### src/csp_pkg.sv
// constants shared by the can synchronised position loop
// assumes a single 200 MHz control clock and parameter-number access
package csp_pkg;

  // ==========================================================
  // timing
  localparam int unsigned CLK_MHZ = 200;
  localparam int unsigned LOOP_PERIOD_US = 100;
  localparam int unsigned LOOP_CYCLES = LOOP_PERIOD_US * CLK_MHZ;
  localparam int unsigned CAN_FAST_KBPS = 1000;
  localparam int unsigned CAN_SLOW_KBPS = 500;
  localparam int unsigned CAN_FAST_CYCLES = CLK_MHZ * 1000 / CAN_FAST_KBPS;
  localparam int unsigned CAN_SLOW_CYCLES = CLK_MHZ * 1000 / CAN_SLOW_KBPS;

  // ==========================================================
  // operating mode and link selector
  localparam logic [3:0] OPMODE_CAN_POS = 4'hf;
  localparam logic [7:0] LINK_RATE_SEL_DEFAULT = 8'h00;

  // ==========================================================
  // parameter numbers
  localparam logic [7:0] PAR_STATUS_PRIMARY = 8'h66;
  localparam logic [7:0] PAR_STATUS_WORD = 8'h67;
  localparam logic [7:0] PAR_FF_ACTIVE = 8'h68;
  localparam logic [7:0] PAR_FF_STAGED = 8'h69;
  localparam logic [7:0] PAR_REF_STAGED_LO = 8'h72;
  localparam logic [7:0] PAR_REF_STAGED_HI = 8'h73;
  localparam logic [7:0] PAR_FB_TX_LO = 8'h74;
  localparam logic [7:0] PAR_FB_TX_HI = 8'h75;
  localparam logic [7:0] PAR_MODE_FLAGS = 8'h96;

  // ==========================================================
  // mode_command_flags bit positions
  localparam int unsigned BIT_FB0_EN = 2;
  localparam int unsigned BIT_REPLY_FMT = 3;
  localparam int unsigned BIT_LOW_SPEED = 4;
  localparam int unsigned BIT_FB1_EN = 6;
  localparam int unsigned BIT_SYNC = 8;
  localparam int unsigned BIT_ZERO_RST = 10;
  localparam int unsigned BIT_SHAFT_RST = 11;
  localparam int unsigned BIT_FOLLOW_RST = 12;
  // command bits: write one to set, hardware clears
  localparam logic [15:0] FLAG_CMD_MASK = 16'h1d00;

  // ==========================================================
  // reset values and limits
  localparam logic [15:0] RST_16 = 16'h0000;
  localparam logic [31:0] RST_32 = 32'h0000_0000;
  localparam logic [15:0] FF_MAX = 16'h2328;
  localparam logic [15:0] FF_MIN = 16'hdcd8;
  localparam logic [15:0] SPEED_MAX = 16'h2328;
  localparam logic [15:0] SPEED_MIN = 16'hdcd8;
  localparam int unsigned KP_SHIFT = 8;
  localparam logic [7:0] BYTE_ZERO = 8'h00;

endpackage

### src/csp_can_sync_position_loop.sv
// can synchronised position loop: staging, sync copies, resets, reply
// assumes parameter accesses and sync commands arrive already decoded
// from can frames, synchronous to clk
// Function
// - mode 15 runs proportional position loop with feed-forward from can
// - feedback from resolver when select is 0, encoder when 1
// - active feed-forward speed, up to 9000 rpm, added to loop output
// - sync copies staged feed-forward speed into active feed-forward
// - sync copies staged position reference into active reference
// - sync captures measured motor position into feedback transmit register
// - type-0 feedback enable transmits captured position on type 0 sync
// - type-1 feedback enable transmits captured position on type 1 sync
// - reply status is 16 bits when format flag 0, low 8 when 1
// - selector 0 and low-speed flag select 500 kbit/s link rate
// - sync command sets sync flag; device clears it after copies
// - zero reset command forces motor position and reference to zero
// - shaft reset loads position and reference with shaft angle, clears aux
// - follow reset copies position into reference and clears aux
module csp_can_sync_position_loop #(
  parameter int unsigned LOOP_CYCLES = csp_pkg::LOOP_CYCLES
) (
  input wire logic clk,
  input wire logic rst,
  input wire logic par_wr,
  input wire logic par_rd,
  input wire logic [7:0] par_num,
  input wire logic [15:0] par_wdata,
  output logic [15:0] par_rdata,
  output logic par_rvalid,
  input wire logic sync_cmd,
  input wire logic sync_type,
  input wire logic [3:0] operating_mode,
  input wire logic feedback_source_select,
  input wire logic [15:0] resolver_delta,
  input wire logic [15:0] encoder_delta,
  input wire logic [15:0] shaft_angle,
  input wire logic [7:0] link_rate_selector,
  input wire logic [15:0] loop_gain,
  output logic [15:0] speed_request,
  output logic loop_active,
  output logic fb_tx_valid,
  output logic fb_tx_type,
  output logic [31:0] fb_tx_data,
  output logic [15:0] reply_status,
  output logic can_low_rate,
  output logic can_bit_tick,
  output logic [31:0] active_position_reference,
  output logic [31:0] measured_motor_position,
  output logic [31:0] auxiliary_position_count
);

  // ==========================================================
  // parameter registers
  logic [15:0] can_status_primary;
  logic [15:0] can_status_word;
  logic [15:0] feedforward_speed_active;
  logic [15:0] feedforward_speed_staged;
  logic [31:0] position_reference_staged;
  logic [31:0] position_feedback_tx;
  logic [15:0] mode_command_flags;
  logic sync_kind;

  function automatic logic [15:0] clamp_ff(input logic [15:0] v);
    if ($signed(v) > $signed(csp_pkg::FF_MAX)) begin
      clamp_ff = csp_pkg::FF_MAX;
    end else if ($signed(v) < $signed(csp_pkg::FF_MIN)) begin
      clamp_ff = csp_pkg::FF_MIN;
    end else begin
      clamp_ff = v;
    end
  endfunction

  // ==========================================================
  // decode
  wire logic wr_prim = par_wr && par_num == csp_pkg::PAR_STATUS_PRIMARY;
  wire logic wr_stat = par_wr && par_num == csp_pkg::PAR_STATUS_WORD;
  wire logic wr_ffa = par_wr && par_num == csp_pkg::PAR_FF_ACTIVE;
  wire logic wr_ffs = par_wr && par_num == csp_pkg::PAR_FF_STAGED;
  wire logic wr_rsl = par_wr && par_num == csp_pkg::PAR_REF_STAGED_LO;
  wire logic wr_rsh = par_wr && par_num == csp_pkg::PAR_REF_STAGED_HI;
  wire logic wr_ftl = par_wr && par_num == csp_pkg::PAR_FB_TX_LO;
  wire logic wr_fth = par_wr && par_num == csp_pkg::PAR_FB_TX_HI;
  wire logic wr_flg = par_wr && par_num == csp_pkg::PAR_MODE_FLAGS;

  wire logic sync_flag = mode_command_flags[csp_pkg::BIT_SYNC];
  wire logic zero_reset_cmd = mode_command_flags[csp_pkg::BIT_ZERO_RST];
  wire logic shaft_reset_cmd = mode_command_flags[csp_pkg::BIT_SHAFT_RST];
  wire logic follow_reset_cmd = mode_command_flags[csp_pkg::BIT_FOLLOW_RST];
  wire logic type0_feedback_enable = mode_command_flags[csp_pkg::BIT_FB0_EN];
  wire logic type1_feedback_enable = mode_command_flags[csp_pkg::BIT_FB1_EN];
  wire logic reply_format_flag = mode_command_flags[csp_pkg::BIT_REPLY_FMT];
  wire logic low_speed_flag = mode_command_flags[csp_pkg::BIT_LOW_SPEED];

  // ==========================================================
  // command flags
  // a sync arriving while the previous one is being cleared survives
  wire logic sync_set = sync_cmd ||
    (wr_flg && par_wdata[csp_pkg::BIT_SYNC]);
  // resets wait while a sync is pending so its copies see stable values
  wire logic do_zero = zero_reset_cmd && !sync_flag;
  wire logic do_shaft = shaft_reset_cmd && !sync_flag && !zero_reset_cmd;
  wire logic do_follow = follow_reset_cmd && !sync_flag &&
    !zero_reset_cmd && !shaft_reset_cmd;
  wire logic [15:0] hw_clear = {
    3'b000, do_follow, do_shaft, do_zero, 1'b0, sync_flag, 8'h00};
  wire logic [15:0] cmd_set = (wr_flg ? par_wdata : csp_pkg::RST_16) &
    csp_pkg::FLAG_CMD_MASK;
  wire logic [15:0] cfg_part = wr_flg ?
    (par_wdata & ~csp_pkg::FLAG_CMD_MASK) :
    (mode_command_flags & ~csp_pkg::FLAG_CMD_MASK);
  wire logic [15:0] cmd_part = (mode_command_flags &
    csp_pkg::FLAG_CMD_MASK & ~hw_clear) | cmd_set;
  wire logic [15:0] next_flags = cfg_part | cmd_part |
    (sync_cmd ? (16'h0001 << csp_pkg::BIT_SYNC) : csp_pkg::RST_16);

  always_ff @(posedge clk or posedge rst) begin
    if (rst) begin
      mode_command_flags <= csp_pkg::RST_16;
      sync_kind <= 1'b0;
    end else begin
      mode_command_flags <= next_flags;
      if (sync_cmd) begin
        sync_kind <= sync_type;
      end
    end
  end

  // ==========================================================
  // feedback and position counters
  wire logic [15:0] sel_delta = feedback_source_select ?
    encoder_delta : resolver_delta;
  wire logic [31:0] delta_ext = {{16{sel_delta[15]}}, sel_delta};
  wire logic [31:0] shaft_ext = {csp_pkg::RST_16, shaft_angle};

  wire logic [31:0] next_meas = do_zero ? csp_pkg::RST_32 :
    do_shaft ? shaft_ext :
    measured_motor_position + delta_ext;
  wire logic [31:0] next_aux = (do_shaft || do_follow) ?
    csp_pkg::RST_32 : auxiliary_position_count + delta_ext;
  wire logic [31:0] next_ref = sync_flag ? position_reference_staged :
    do_zero ? csp_pkg::RST_32 :
    do_shaft ? shaft_ext :
    do_follow ? measured_motor_position :
    active_position_reference;

  always_ff @(posedge clk or posedge rst) begin
    if (rst) begin
      measured_motor_position <= csp_pkg::RST_32;
      auxiliary_position_count <= csp_pkg::RST_32;
      active_position_reference <= csp_pkg::RST_32;
    end else begin
      measured_motor_position <= next_meas;
      auxiliary_position_count <= next_aux;
      active_position_reference <= next_ref;
    end
  end

  // ==========================================================
  // staged and active references
  // the sync copy beats a same-cycle write so the loop sees one set
  always_ff @(posedge clk or posedge rst) begin
    if (rst) begin
      feedforward_speed_active <= csp_pkg::RST_16;
      feedforward_speed_staged <= csp_pkg::RST_16;
      position_reference_staged <= csp_pkg::RST_32;
      position_feedback_tx <= csp_pkg::RST_32;
    end else begin
      if (sync_flag) begin
        feedforward_speed_active <= clamp_ff(feedforward_speed_staged);
      end else if (wr_ffa) begin
        feedforward_speed_active <= clamp_ff(par_wdata);
      end
      if (wr_ffs) begin
        feedforward_speed_staged <= par_wdata;
      end
      if (wr_rsl) begin
        position_reference_staged[15:0] <= par_wdata;
      end
      if (wr_rsh) begin
        position_reference_staged[31:16] <= par_wdata;
      end
      if (sync_flag) begin
        position_feedback_tx <= measured_motor_position;
      end else begin
        if (wr_ftl) begin
          position_feedback_tx[15:0] <= par_wdata;
        end
        if (wr_fth) begin
          position_feedback_tx[31:16] <= par_wdata;
        end
      end
    end
  end

  // ==========================================================
  // feedback transmit request
  wire logic tx_due = sync_flag && (sync_kind ?
    type1_feedback_enable : type0_feedback_enable);

  always_ff @(posedge clk or posedge rst) begin
    if (rst) begin
      fb_tx_valid <= 1'b0;
      fb_tx_type <= 1'b0;
      fb_tx_data <= csp_pkg::RST_32;
    end else begin
      fb_tx_valid <= tx_due;
      if (tx_due) begin
        fb_tx_type <= sync_kind;
        fb_tx_data <= measured_motor_position;
      end
    end
  end

  // ==========================================================
  // status words and reply
  wire logic [15:0] next_reply = reply_format_flag ?
    {csp_pkg::BYTE_ZERO, can_status_word[7:0]} : can_status_word;

  always_ff @(posedge clk or posedge rst) begin
    if (rst) begin
      can_status_primary <= csp_pkg::RST_16;
      can_status_word <= csp_pkg::RST_16;
      reply_status <= csp_pkg::RST_16;
    end else begin
      if (wr_prim) begin
        can_status_primary <= par_wdata;
      end
      if (wr_stat) begin
        can_status_word <= par_wdata;
      end
      reply_status <= next_reply;
    end
  end

  // ==========================================================
  // parameter read port
  wire logic [15:0] rd_value =
    par_num == csp_pkg::PAR_STATUS_PRIMARY ? can_status_primary :
    par_num == csp_pkg::PAR_STATUS_WORD ? can_status_word :
    par_num == csp_pkg::PAR_FF_ACTIVE ? feedforward_speed_active :
    par_num == csp_pkg::PAR_FF_STAGED ? feedforward_speed_staged :
    par_num == csp_pkg::PAR_REF_STAGED_LO ? position_reference_staged[15:0] :
    par_num == csp_pkg::PAR_REF_STAGED_HI ? position_reference_staged[31:16] :
    par_num == csp_pkg::PAR_FB_TX_LO ? position_feedback_tx[15:0] :
    par_num == csp_pkg::PAR_FB_TX_HI ? position_feedback_tx[31:16] :
    par_num == csp_pkg::PAR_MODE_FLAGS ? mode_command_flags :
    csp_pkg::RST_16;

  always_ff @(posedge clk or posedge rst) begin
    if (rst) begin
      par_rdata <= csp_pkg::RST_16;
      par_rvalid <= 1'b0;
    end else begin
      par_rvalid <= par_rd;
      if (par_rd) begin
        par_rdata <= rd_value;
      end
    end
  end

  // ==========================================================
  // control-rate tick and can bit-rate enable
  logic [15:0] loop_count;
  logic [15:0] bit_count;
  wire logic loop_tick = loop_count == 16'(LOOP_CYCLES - 1);
  wire logic low_rate = link_rate_selector ==
    csp_pkg::LINK_RATE_SEL_DEFAULT && low_speed_flag;
  wire logic [15:0] bit_last = low_rate ?
    16'(csp_pkg::CAN_SLOW_CYCLES - 1) : 16'(csp_pkg::CAN_FAST_CYCLES - 1);
  // a rate change takes effect within the current count, >= guards shrink
  wire logic bit_wrap = bit_count >= bit_last;

  always_ff @(posedge clk or posedge rst) begin
    if (rst) begin
      loop_count <= csp_pkg::RST_16;
      bit_count <= csp_pkg::RST_16;
      can_bit_tick <= 1'b0;
      can_low_rate <= 1'b0;
      loop_active <= 1'b0;
    end else begin
      loop_count <= loop_tick ? csp_pkg::RST_16 : loop_count + 16'h0001;
      bit_count <= bit_wrap ? csp_pkg::RST_16 : bit_count + 16'h0001;
      can_bit_tick <= bit_wrap;
      can_low_rate <= low_rate;
      loop_active <= operating_mode == csp_pkg::OPMODE_CAN_POS;
    end
  end

  // ==========================================================
  // position loop
  csp_pos_loop u_loop (
    .clk(clk),
    .rst(rst),
    .tick(loop_tick),
    .enable(loop_active),
    .reference(active_position_reference),
    .position(measured_motor_position),
    .gain(loop_gain),
    .feedforward(feedforward_speed_active),
    .speed_request(speed_request)
  );
endmodule // csp_can_sync_position_loop

### src/csp_pos_loop.sv
// proportional position loop with speed feed-forward and saturation
// assumes tick is a one-cycle enable at the control rate
module csp_pos_loop (
  input wire logic clk,
  input wire logic rst,
  input wire logic tick,
  input wire logic enable,
  input wire logic [31:0] reference,
  input wire logic [31:0] position,
  input wire logic [15:0] gain,
  input wire logic [15:0] feedforward,
  output logic [15:0] speed_request
);

  // ==========================================================
  // arithmetic
  // error kept at full width so large following errors saturate
  // instead of wrapping into the wrong direction
  wire logic signed [31:0] pos_error;
  wire logic signed [48:0] prop_full;
  wire logic signed [48:0] prop_scaled;
  wire logic signed [48:0] sum_full;
  wire logic over_max;
  wire logic under_min;
  wire logic [15:0] sat_value;

  assign pos_error = $signed(reference - position);
  assign prop_full = 49'(pos_error * $signed({1'b0, gain}));
  assign prop_scaled = prop_full >>> csp_pkg::KP_SHIFT;
  assign sum_full = prop_scaled + 49'($signed(feedforward));
  assign over_max = sum_full > 49'($signed(csp_pkg::SPEED_MAX));
  assign under_min = sum_full < 49'($signed(csp_pkg::SPEED_MIN));
  assign sat_value = over_max ? csp_pkg::SPEED_MAX :
                     under_min ? csp_pkg::SPEED_MIN : sum_full[15:0];

  // ==========================================================
  // output register
  always_ff @(posedge clk or posedge rst) begin
    if (rst) begin
      speed_request <= csp_pkg::RST_16;
    end else if (!enable) begin
      speed_request <= csp_pkg::RST_16;
    end else if (tick) begin
      speed_request <= sat_value;
    end
  end

endmodule // csp_pos_loop

### config.mk
export PLATFORM = sky130hd
export DESIGN_NAME = csp_can_sync_position_loop
export DESIGN_NICKNAME = d
export VERILOG_FILES = /design/src/csp_pkg.sv /design/src/csp_can_sync_position_loop.sv /design/src/csp_pos_loop.sv
export SDC_FILE = /design/constraint.sdc
export NUM_CORES = 2
export LEC_CHECK = 0
export ABC_AREA = 1
export ABC_CLOCK_PERIOD_IN_PS = 32900
export CAP_MARGIN = 20
export CELL_PAD_IN_SITES_DETAIL_PLACEMENT = 1
export CELL_PAD_IN_SITES_GLOBAL_PLACEMENT = 1
export CORE_MARGIN = 2
export CORE_UTILIZATION = 25
export CTS_BUF_LIST = sky130_fd_sc_hd__clkbuf_4 sky130_fd_sc_hd__clkbuf_8
export DETAILED_ROUTE_END_ITERATION = 10
export DONT_BUFFER_PORTS = 1
export PLACE_DENSITY_LB_ADDON = 0.1
export SYNTH_ARGS = -nofsm -noshare
export SYNTH_HDL_FRONTEND = slang
export SYNTH_SLANG_ARGS = --single-unit
### constraint.sdc
create_clock -name clk -period 32.9 [get_ports clk]
set_input_delay 4.935 -clock clk [delete_from_list [all_inputs] [get_ports clk]]
set_output_delay 4.935 -clock clk [all_outputs]
set_load 0.005 [all_outputs]
==> out/qor.csv <==
stage;metric;value;unit
clocking;htree_levels;3;
worst_setup_path;crit_path_end_kind;flop;
worst_setup_path;rr_worst_depth;49;
yosys;ys.flop_type;dfrtp_1;
clocking;cts_buffers;68;
sta;fin_worst_skew;42.2;ps
yosys;synth.avg_cell_area;7.63;µm²
yosys;netlist_area;0.0415;mm²
sta;tightest_slew;1060;ps
cells_and_area;multiInputGateArea;0.0280;mm²
global_routing;antenna_found_initial;8;
routing;drtIter0Drc;1768;
placed_design;port_buffers;0;
global_routing;grtUsageTotal;21.6;%
clocking;cts_setup_buffers;0;
worst_setup_path;critPathRequiredTime;33560;ps
min_path;hold_depth;0;
clocking;clock_path_buffers;3;
clocking;root_buffer;clkbuf_8;
sta;period_minus_slack;13310;ps
yosys;ys_ff_latch;359;
flow_run;cap_violations;0;
die;die_w;412;µm
sta;rsz0062_at_grt;no;
cells_and_area;drive_gt1_share;6.21;%
global_routing;grt.overflow.total;0;
cells_and_area;nNetsFinal;6294;
worst_setup_path;max_stage_delay;750;ps
die;die_h;412;µm
clocking;cts_tree;done;
clocking;cts_resized;0;
routing;via_count;36274;
global_routing;grt_pass1_wl;272000;µm
die;start_util;25.2;%
routing;drc;3;
global_routing;grt_pass1_vias;40122;
placed_design;dp_hpwl;146000;µm
run_status;violations;DRC;
worst_setup_path;worst_setup_path_start_kind;input pin;
yosys;yosys.cell_types.count;67;
yosys;ys_async_sr_fraction;100;%
yosys;syn_inst;5442;
cells_and_area;syn2layout_area_growth;10.5;%
sta;maxSlewViolCount;0;
sta;maxSlewHeadroom;29.0;%
yosys;synth-edff-count;0;
worst_setup_path;cp.arrival;13980;ps
min_path;min_path_type;flop to flop;
clocking;insertion_delay;730;ps
die;die-area;0.169;mm²
routing;dr.pass1.iters;10;
worst_setup_path;worst-path-stages;40;
yosys;synth.top_cell.area_share;23.7;%
sta;finalHoldViolations;0;
global_routing;grt_max_degree;139;
routing;viasPerCell;4.72;
yosys;synth_area_leader_cell;fa_1;
die;core_area;0.165;mm²
cells_and_area;nFillCells;20152;
yosys;synth_area_leaders;fa_1 (24%), dfrtp_1 (22%), nand2_1 (11%);
routing;routed_wl;180000;µm
yosys;synth-seq-area-share;21.6;%
placed_design;gp_congestion;0.842;
die;ios;289;
yosys;yosys_warnings;0;
worst_setup_path;crit_type;input pin to flop;
sta;finalSetupViolations;0;
die;rows;149;
run_status;status;complete, but fails checks;
cells_and_area;final_util;27.8;%
clocking;cts_hold_buf;0;
clocking;clk_pin_slew;60;ps
sta;post-route-period-util;40.5;%
routing;final_antenna_net_count;0;
sta;fmax;75.1;MHz
sta;setup_tns;0;ps
worst_setup_path;crit_slowest_cell;inv_1;
cells_and_area;regArea;0.00898;mm²
clocking;clock-sinks;359;
worst_setup_path;critPathTopFamily;adder cells;
worst_setup_path;critical_path.max_fanout;17;
worst_setup_path;crit_top_cell;nand2_1;
routing;wl_per_cell;23.5;µm
worst_setup_path;worst-path-buf-inv;6;
## synthesized netlist by cell type, types with 15 or more instances
cell and instances:
nor3_1 34, fa_1 491, xnor2_1 38, a221oi_1 25, o21ai_0 314, clkbuf_1 126, xor2_1 51, mux2_2 17
nor2_1 556, a21oi_1 285, o221ai_1 38, a31oi_1 77, nand3_1 145, o211ai_1 22, inv_1 1050, nand4_1 36
a21o_1 15, nand2_1 1207, or2_2 68, ha_1 258, dfrtp_1 359
## final cells by class
type / count / share of cell area [%]
clock inverter: 17 / 0.480
sequential: 359 / 19.6
tap: 2189 / 5.97
multi-input combinational: 3873 / 61.1
antenna: 1 / 0.00545
clock buffer: 103 / 2.86
timing repair buffer: 63 / 1.26
inverter: 1073 / 8.79
## worst reg2reg max path, delay by kind of cell (launching register included)
kind / cells / cell delay [ps]
adders and majority gates: 10 / 4580
AOI/OAI and AO/OA: 11 / 3020
DFF: 1 / 430
xor gates and xnor gates: 1 / 270
and+or+nand+nor: 19 / 2220
buffers and inverters: 8 / 1320
## sequential cells by signal (all words and copies together), names as in the netlist, 32 cells and up
register / count
position_feedback_tx: 32
measured_motor_position: 32
auxiliary_position_count: 32
active_position_reference: 32
position_reference_staged: 32
fb_tx_data: 32
## metrics by stage
stage	std cells	area (µm²)	hold WS, ps	worst slack (ps)
2_1_floorplan	5447	41500	374	18000
3_3_place_gp	7551	44200	402	18720
3_5_place_dp	7553	44300	395	18800
4_1_cts	7673	45800	419	19580
5_1_grt	7678	45900	428	18890
6_report	7678	45900	415	19590
## placed cells by master (no fill, tap or decap), drive strengths merged, types with 39 or more instances in the layout
cell type     n
xor2         53
xnor2        39
nor2        563
or2          80
clkbuf      103
dfrtp       359
nand3       151
o21ai       326
nand2      1220
buf          63
inv        1066
a31oi        77
a21oi       290
ha          258
fa          491
## per-layer routing
metal,GRT usage [%],vias to the layer above,wire length [µm]
met5,0,-,37
met4,4.54,6,3620
met3,3.20,151,7500
met2,38.0,640,89200
met1,27.9,18430,79700
li1,-,17047,-
## final timing paths
kind | end | slack [ps] | start
worst min-delay path | reply_status[6] | 410 | can_status_word[6]
worst max register to register | u_loop.speed_request[13] | 21020 | active_position_reference[0]
worst max-delay path | u_loop.speed_request[13] | 19590 | loop_gain[4]
worst min register to register | reply_status[6] | 410 | can_status_word[6]
min in group asynchronous | bit_count[2] | 4120 | rst
max in group asynchronous | can_status_primary[8] | 26790 | rst
## cells by family after synthesis
logic type / count (synthesis) / synth area share, %
simple gates: 2121 / 21.0
buf+inv: 1215 / 11.0
compound gates: 888 / 12.4
fa+ha+maj: 749 / 31.4
flops: 359 / 21.6
xor+xnor: 92 / 1.99
mux: 17 / 0.461
other cells: 1 / 0.00903
Power is left out: the tool's default activity adds up to more than one toggle a clock period on the data nets, which glitch-free logic cannot reach.
